==> src/fbl_pkg.sv <==
// Purpose: constants and types for the flash block latch writer
// Assumes: 8-bit register port, 14-bit flash words, 250 MHz clock
// Notes: register offsets are word indexes on the plain register port
`default_nettype none
package fbl_pkg;
	// Register offsets
	localparam logic [2:0] FBL_OFS_DATA_LO = 3'h0;
	localparam logic [2:0] FBL_OFS_DATA_HI = 3'h1;
	localparam logic [2:0] FBL_OFS_ADDR_LO = 3'h2;
	localparam logic [2:0] FBL_OFS_ADDR_HI = 3'h3;
	localparam logic [2:0] FBL_OFS_CTRL = 3'h4;
	localparam logic [2:0] FBL_OFS_KEY = 3'h5;
	// Control register bit positions
	localparam int FBL_BIT_PGM_SEL = 7;
	localparam int FBL_BIT_CFG_SEL = 6;
	localparam int FBL_BIT_LATCH_ONLY = 5;
	localparam int FBL_BIT_ERASE = 4;
	localparam int FBL_BIT_PERMIT = 2;
	localparam int FBL_BIT_GO = 1;
	// Unlock keys
	localparam logic [7:0] FBL_KEY_FIRST = 8'h55;
	localparam logic [7:0] FBL_KEY_SECOND = 8'haa;
	// Reset and fill values
	localparam logic [13:0] FBL_LATCH_BLANK = 14'h3fff;
	localparam logic [7:0] FBL_ADDR_HI_PAD = 8'h80;
	localparam logic [7:0] FBL_RST_BYTE = 8'h00;
	// Geometry
	localparam int FBL_NUM_LATCHES = 16;
	localparam int FBL_IDX_W = 4;
	// Timing
	localparam int FBL_CLK_MHZ = 250;
	localparam int FBL_PROG_TIME_US = 2000;
	localparam int FBL_PROG_CYCLES = FBL_PROG_TIME_US * FBL_CLK_MHZ;
	localparam int FBL_SETUP_CYCLES = 2;

	typedef enum logic [1:0] {
		FBL_ST_IDLE = 2'b00,
		FBL_ST_SETUP = 2'b01,
		FBL_ST_BUSY = 2'b10
	} fbl_state_t;

	typedef enum logic [1:0] {
		FBL_KEY_NONE = 2'b00,
		FBL_KEY_GOT1 = 2'b01,
		FBL_KEY_ARMED = 2'b10
	} fbl_key_t;

	// Operation presented to the flash array while busy
	typedef struct packed {
		logic prog;
		logic erase;
		logic [14:0] base;
	} fbl_flash_op_t;
endpackage
`default_nettype wire

==> src/fbl_writer.sv <==
// Purpose: self-programming sequencer loading a 16-word latch block and committing it to program flash
// Assumes: CPU drives the register port on clk; flash array acts on flash_op_q while it is valid
// Notes: data EEPROM, configuration space and the error flag are not handled here
`default_nettype none
module fbl_writer
	import fbl_pkg::*;
#(
	parameter int PROG_CYCLES = FBL_PROG_CYCLES,
	parameter int SETUP_CYCLES = FBL_SETUP_CYCLES
) (
	// Clock and reset
	input wire logic clk,
	input wire logic sys_rst,
	// Register port
	input wire logic [2:0] reg_addr,
	input wire logic [7:0] reg_wdata,
	input wire logic reg_wr,
	input wire logic reg_rd,
	output logic [7:0] reg_rdata_q,
	// CPU hold
	output logic cpu_stall_q,
	// Flash array
	output fbl_flash_op_t flash_op_q,
	output logic [FBL_NUM_LATCHES-1:0][13:0] latch_q
);

	////////////////////////////////////////////////////////////////////////
	localparam int CNT_W = $clog2(PROG_CYCLES + 1);
	localparam logic [CNT_W-1:0] PROG_LAST = CNT_W'(PROG_CYCLES - 1);
	localparam logic [CNT_W-1:0] SETUP_LAST = CNT_W'(SETUP_CYCLES - 1);

	logic [7:0] data_lo_q, data_lo_d, data_hi_q, data_hi_d;
	logic [7:0] addr_lo_q, addr_lo_d;
	logic [6:0] addr_hi_q, addr_hi_d;
	logic pgm_sel_q, pgm_sel_d, cfg_sel_q, cfg_sel_d;
	logic latch_only_q, latch_only_d, erase_q, erase_d;
	logic permit_q, permit_d, go_q, go_d;
	logic commit_q, commit_d;
	fbl_key_t key_q, key_d;
	fbl_state_t st_q, st_d;
	logic [CNT_W-1:0] cnt_q, cnt_d;
	logic [FBL_NUM_LATCHES-1:0][13:0] latch_d;
	logic [7:0] rdata_d;
	logic stall_d;
	fbl_flash_op_t op_d;
	logic wr_ctrl, go_req, start;

	// Row base: low address bits cleared to the block boundary
	function automatic logic [14:0] block_base(input logic [6:0] hi, input logic [7:0] lo);
		block_base = {hi, lo[7:FBL_IDX_W], {FBL_IDX_W{1'b0}}};
	endfunction

	////////////////////////////////////////////////////////////////////////
	// Register writes and unlock detector
	always_comb begin
		data_lo_d = data_lo_q;
		data_hi_d = data_hi_q;
		addr_lo_d = addr_lo_q;
		addr_hi_d = addr_hi_q;
		pgm_sel_d = pgm_sel_q;
		cfg_sel_d = cfg_sel_q;
		latch_only_d = latch_only_q;
		erase_d = erase_q;
		permit_d = permit_q;
		key_d = key_q;
		wr_ctrl = reg_wr && reg_addr == FBL_OFS_CTRL;
		go_req = wr_ctrl && reg_wdata[FBL_BIT_GO];
		// Only a go in the armed state with permit set and program space starts anything
		start = go_req && key_q == FBL_KEY_ARMED && permit_q && pgm_sel_q && !cfg_sel_q
			&& st_q == FBL_ST_IDLE;
		if (reg_wr && st_q == FBL_ST_IDLE) begin
			unique case (reg_addr)
				FBL_OFS_DATA_LO: data_lo_d = reg_wdata;
				FBL_OFS_DATA_HI: data_hi_d = {2'b00, reg_wdata[5:0]};
				FBL_OFS_ADDR_LO: addr_lo_d = reg_wdata;
				FBL_OFS_ADDR_HI: addr_hi_d = reg_wdata[6:0];
				FBL_OFS_CTRL: begin
					pgm_sel_d = reg_wdata[FBL_BIT_PGM_SEL];
					cfg_sel_d = reg_wdata[FBL_BIT_CFG_SEL];
					latch_only_d = reg_wdata[FBL_BIT_LATCH_ONLY];
					erase_d = reg_wdata[FBL_BIT_ERASE];
					permit_d = reg_wdata[FBL_BIT_PERMIT];
				end
				default: ;
			endcase
		end
		// Any write that is not the next step or a first key drops the sequence; a first key restarts it
		if (reg_wr) begin
			if (reg_addr == FBL_OFS_KEY) begin
				if (key_q == FBL_KEY_NONE && reg_wdata == FBL_KEY_FIRST) begin
					key_d = FBL_KEY_GOT1;
				end else if (key_q == FBL_KEY_GOT1 && reg_wdata == FBL_KEY_SECOND) begin
					key_d = FBL_KEY_ARMED;
				end else if (reg_wdata == FBL_KEY_FIRST) begin
					key_d = FBL_KEY_GOT1;
				end else begin
					key_d = FBL_KEY_NONE;
				end
			end else begin
				key_d = FBL_KEY_NONE;
			end
		end
		// Erase bit clears itself once the erase is over
		if (st_q == FBL_ST_BUSY && cnt_q == PROG_LAST && flash_op_q.erase) begin
			erase_d = 1'b0;
		end
	end

	always_ff @(posedge clk) begin
		if (sys_rst) begin
			data_lo_q <= FBL_RST_BYTE;
			data_hi_q <= FBL_RST_BYTE;
			addr_lo_q <= FBL_RST_BYTE;
			addr_hi_q <= 7'h00;
			pgm_sel_q <= 1'b0;
			cfg_sel_q <= 1'b0;
			latch_only_q <= 1'b0;
			erase_q <= 1'b0;
			permit_q <= 1'b0;
			key_q <= FBL_KEY_NONE;
		end else begin
			data_lo_q <= data_lo_d;
			data_hi_q <= data_hi_d;
			addr_lo_q <= addr_lo_d;
			addr_hi_q <= addr_hi_d;
			pgm_sel_q <= pgm_sel_d;
			cfg_sel_q <= cfg_sel_d;
			latch_only_q <= latch_only_d;
			erase_q <= erase_d;
			permit_q <= permit_d;
			key_q <= key_d;
		end
	end

	////////////////////////////////////////////////////////////////////////
	// Sequencer, latches and flash operation
	always_comb begin
		st_d = st_q;
		cnt_d = cnt_q;
		go_d = go_q;
		commit_d = commit_q;
		latch_d = latch_q;
		op_d = flash_op_q;
		stall_d = 1'b0;
		unique case (st_q)
			FBL_ST_IDLE: begin
				if (start) begin
					go_d = 1'b1;
					st_d = FBL_ST_SETUP;
					cnt_d = '0;
					stall_d = 1'b1;
					commit_d = erase_q || !latch_only_q;
					if (!erase_q) begin
						// Word goes to the latch picked by the low address bits only
						latch_d[addr_lo_q[FBL_IDX_W-1:0]] = {data_hi_q[5:0], data_lo_q};
					end
				end
			end
			FBL_ST_SETUP: begin
				stall_d = 1'b1;
				cnt_d = cnt_q + 1'b1;
				if (cnt_q == SETUP_LAST) begin
					cnt_d = '0;
					if (commit_q) begin
						st_d = FBL_ST_BUSY;
						op_d.prog = !erase_q;
						op_d.erase = erase_q;
						op_d.base = block_base(addr_hi_q, addr_lo_q);
					end else begin
						// Latch-only load ends after setup without a hold
						st_d = FBL_ST_IDLE;
						go_d = 1'b0;
						stall_d = 1'b0;
					end
				end
			end
			FBL_ST_BUSY: begin
				stall_d = 1'b1;
				cnt_d = cnt_q + 1'b1;
				if (cnt_q == PROG_LAST) begin
					st_d = FBL_ST_IDLE;
					cnt_d = '0;
					go_d = 1'b0;
					stall_d = 1'b0;
					op_d.prog = 1'b0;
					op_d.erase = 1'b0;
					if (flash_op_q.prog) begin
						latch_d = {FBL_NUM_LATCHES{FBL_LATCH_BLANK}};
					end
				end
			end
			default: begin
				st_d = FBL_ST_IDLE;
				cnt_d = '0;
			end
		endcase
	end

	always_ff @(posedge clk) begin
		if (sys_rst) begin
			st_q <= FBL_ST_IDLE;
			cnt_q <= '0;
			go_q <= 1'b0;
			commit_q <= 1'b0;
			latch_q <= {FBL_NUM_LATCHES{FBL_LATCH_BLANK}};
			flash_op_q <= '0;
			cpu_stall_q <= 1'b0;
		end else begin
			st_q <= st_d;
			cnt_q <= cnt_d;
			go_q <= go_d;
			commit_q <= commit_d;
			latch_q <= latch_d;
			flash_op_q <= op_d;
			cpu_stall_q <= stall_d;
		end
	end

	////////////////////////////////////////////////////////////////////////
	// Read data, one cycle after the strobe; unmapped and key read zero
	always_comb begin
		rdata_d = 8'h00;
		if (reg_rd) begin
			unique case (reg_addr)
				FBL_OFS_DATA_LO: rdata_d = data_lo_q;
				FBL_OFS_DATA_HI: rdata_d = data_hi_q;
				FBL_OFS_ADDR_LO: rdata_d = addr_lo_q;
				FBL_OFS_ADDR_HI: rdata_d = FBL_ADDR_HI_PAD | {1'b0, addr_hi_q};
				FBL_OFS_CTRL: begin
					rdata_d[FBL_BIT_PGM_SEL] = pgm_sel_q;
					rdata_d[FBL_BIT_CFG_SEL] = cfg_sel_q;
					rdata_d[FBL_BIT_LATCH_ONLY] = latch_only_q;
					rdata_d[FBL_BIT_ERASE] = erase_q;
					rdata_d[FBL_BIT_PERMIT] = permit_q;
					rdata_d[FBL_BIT_GO] = go_q;
				end
				default: rdata_d = 8'h00;
			endcase
		end
	end

	always_ff @(posedge clk) begin
		if (sys_rst) begin
			reg_rdata_q <= 8'h00;
		end else begin
			reg_rdata_q <= rdata_d;
		end
	end

endmodule
`default_nettype wire

==> config.mk <==
export PLATFORM = sky130hd
export DESIGN_NAME = fbl_writer
export DESIGN_NICKNAME = d
export VERILOG_FILES = /design/src/fbl_pkg.sv /design/src/fbl_writer.sv
export SDC_FILE = /design/constraint.sdc
export NUM_CORES = 1
export LEC_CHECK = 0
export BUFFER_PORTS_ARGS = -buffer_cell sky130_fd_sc_hd__clkbuf_2
export CORE_MARGIN = 2
export CORE_UTILIZATION = 45
export CTS_BUF_LIST = sky130_fd_sc_hd__clkbuf_8
export DETAILED_ROUTE_END_ITERATION = 10
export HOLD_SLACK_MARGIN = 0.15
export PLACE_DENSITY = 0.8
export SLEW_MARGIN = 0
export SYNTH_ARGS = -nofsm -noshare
export SYNTH_HDL_FRONTEND = slang
export SYNTH_SLANG_ARGS = --single-unit
==> constraint.sdc <==
create_clock -name clk -period 2 [get_ports clk]
set_input_delay 0.1 -clock clk [delete_from_list [all_inputs] [get_ports clk]]
set_output_delay 0.1 -clock clk [all_outputs]
set_load 0.02 [all_outputs]
==> flow_summary.yaml <==
run_status:
  status: "finished with violations"
  violations: "negative setup slack"
place:
  io_buffers: 260
  dp.cells: 1798
  hpwl_um: 23900
  place_congestion: 0.895
synthesis:
  synth-edff-count: 0
  ys.flop_type: "dfxtp_1"
  synth-async-reset-ratio_pct: 0
  synthDistinctLibCells: 62
  yosysSeqAreaShare_pct: 49.7
  syn_avg_cell_area_um2: 10.2
  synth_area_um2: 12300
  synthCells: 1201
  ys_seq_elements: 305
  ys_warn_count: 0
global_route:
  grt_util_all_layers_pct: 24.4
  grt_pass1_vias: 9918
  overflow: 0
  antenna_found_initial: 0
  grt_pass1_wl_um: 55400
  grt_max_degree: 158
cts:
  ctsHtreeMaxLevel: 2
  clk_pin_slew_ns: 0.06
  cts_root_buf: "clkbuf_8"
  cts_sinks: 305
  cts_tree: "done"
  cts_buffers: 50
  clk_latency_ns: 0.59
  cts_buffer_depth: 3
detailed_routing:
  remaining_drc_errors: 0
  num_vias: 10200
  dr.first_iter.drc_count: 829
  route.detailed.wl_per_inst_um: 19.3
  vias_per_cell: 5.37
  ant_nets: 0
  firstDrtPassIters: 6
  wl_um: 36800
cells_and_area:
  drive_gt1_share_pct: 32.3
  stdcell_count: 1907
  syn_to_final_growth_pct: 30.3
  final_common_cell: "dfxtp_1"
  antenna_cells: 0
  layout_common_cells: "dfxtp_1 (301), nor2_1 (284), mux2i_1 (266)"
  layout.nets: 1558
power:
  p_seq_share_pct: 51.2
  p_int_mw: 9.07
  power_mw: 11.9
  ir_worst_vdd_mv: 0.475
  powerDensity_nw_per_um2: 745
  switchingPower_mw: 2.87
  pwr-share-clk_pct: 44.3
  p_sw_share_pct: 24.1
  power_frac_comb_pct: 4.6
  leakagePower_nw: 5.89
floorplanning:
  die_y_um: 169
  start_util_pct: 45.7
  dieArea_um2: 28700
  fp-row-count: 60
  core-area_um2: 26900
  die_width_um: 169
  ios: 265
worst_hold_path:
  hold_class: "input pin to flop"
setup_path:
  crit_fanout: 8
  crit_path_start_kind: "flop"
  crit_arrival_ns: 2.57
  required_ns: 2.51
  endpoint_kind: "flop"
  critPathKind: "flop to flop"
sta:
  post-route-period-util_pct: 103
  setup_viol: 33
  max_slew_margin_pct: 50.6
  hold_viol: 0
  rsz0062_at_grt: "yes"
  timing.final.ws_setup_ns: -0.0588
  tightestPinTransition_ns: 0.741
  finalSetupTns_ns: -0.894
  drv_slew: 0
  period_needed_ns: 2.06
  fmax_ghz: 0.486
  clock_skew_ns: 0.0455
run:
  drv_cap: 0
## Yosys cell counts, types with 3 or more instances
library cell  number  area share [%]
buf_12             8             1.3
o31a_1             4            0.28
nand4b_1           4            0.28
buf_6             13             1.2
nand4_1           14            0.71
mux2_2             3            0.27
mux2i_1          269              22
and3_1             5            0.25
nor2_1           298             9.1
nand2_1           34             1.0
o21ai_0            4            0.16
buf_4              5            0.31
clkbuf_1          59             1.8
xnor2_1            8            0.57
a211oi_1          16            0.98
mux4_2             6             1.1
inv_1             12            0.37
a21oi_1           11            0.45
nand3_1           15            0.61
nand2b_1           3            0.15
nor3_1             7            0.28
and4_1             3            0.21
a221oi_1           4            0.28
ha_1               6            0.61
xor2_1             6            0.43
buf_2              4            0.16
nor3b_1            6            0.37
nor2b_1            4            0.20
nor4_1            10            0.51
buf_1              4            0.12
a21oi_2            6            0.43
a21oi_4           10             1.3
dfxtp_1          305              50
## repair_timing
item / 4_1_cts / 5_1_grt
endpoints found under the setup margin: 229 / 267
endpoints found under the hold margin: 56 / 0
pin swaps: 3 / 19
gates cloned: 0 / 6
gates resized for setup: 8 / 37
hold buffers: 14 / 0
setup buffers: 1 / 7
## routing by layer
metal  global-route usage, %  wire (um)  part of all wire (%)  vias to the layer above
met5                       0          0                     0                        -
met4                    9.85       1400                   3.8                        0
met3                    6.60       2830                   7.7                       92
met2                    39.5      17200                    47                      443
met1                    30.8      15400                    42                     4928
li1                        -          -                     -                     4775
## power groups by stage
stage | Combinational, mW | Sequential [mW] | Clock (mW)
finish | 0.546 | 6.11 | 5.29
global route | 0.571 | 6.11 | 5.65
CTS | 0.538 | 6.11 | 5.36
detailed placement | 0.514 | 6.24 | 0
global placement | 0.509 | 6.24 | 0
floorplan | 0.258 | 6.23 | 0
## stage by stage
step / instance area [um^2] / hold WS, ns / util [%] / setup WS [ns]
6_report: 16000 / 0.419 / 59.6 / -0.0588
5_1_grt: 16000 / 0.424 / 59.6 / -0.163
2_1_floorplan: 12300 / 0.244 / - / -0.140
4_1_cts: 15700 / 0.380 / 58.3 / -0.0590
3_5_place_dp: 14500 / 0.445 / 54.0 / -0.0989
3_3_place_gp: 14500 / 0.434 / 54.0 / -0.0178
## path summary, 6_finish.rpt
path	slack, ns	cells past startpoint	endpoint	from
worst min-delay path	0.42	4	addr_lo_q[7]$_SDFFE_PP0P_	reg_wdata[7]
worst max register to register	-0.06	7	latch_q[28]$_SDFFE_PP1P_	cnt_q[12]$_SDFFE_PP0P_
worst min register to register	0.49	2	flash_op_q[14]$_SDFFE_PP0P_	flash_op_q[14]$_SDFFE_PP0P_
worst max-delay path	-0.06	7	latch_q[28]$_SDFFE_PP1P_	cnt_q[12]$_SDFFE_PP0P_
## critical path, cell delays in order, from the launching register on
cell and delay, ns:
dfxtp_1 0.31, or4_4 0.54, nor2_4 0.19, nand3_4 0.13
clkbuf_16 0.22, a21oi_4 0.23, clkbuf_16 0.20, mux2i_1 0.19
## layout make-up
type                       count  area [um^2]
timing repair buffer         374         2690
clock buffer                  59          812
inverter                      12         45.0
tap                          341          427
multi-input combinational    794         5800
fill                        2153        10900
clock inverter                22          139
sequential                   305         6120
## logic make-up after synthesis
kind of cell             count (synthesis)  synth area share [%]
flip-flops                             305                  49.7
other                                    1                0.0305
adder cells (fa/ha/maj)                  6                 0.611
multiplexers                           278                  23.3
XOR/XNOR                                14                 0.997
AO/OA/AOI/OAI                           75                  5.33
buffers and inverters                  105                  5.25
AND/OR/NAND/NOR                        417                  14.8
## sequential cells by signal, indices dropped and copies added (netlist names)
signal	flops
key_q	2
cnt_q	19
addr_lo_q	8
st_q	2
latch_only_q	1
pgm_sel_q	1
cpu_stall_q	1
commit_q	1
flash_op_q	13
data_lo_q	8
latch_q	224
data_hi_q	6
go_q	1
erase_q	1
reg_rdata_q	8
addr_hi_q	7
permit_q	1
cfg_sel_q	1
(Power assumes the default switching activity.)
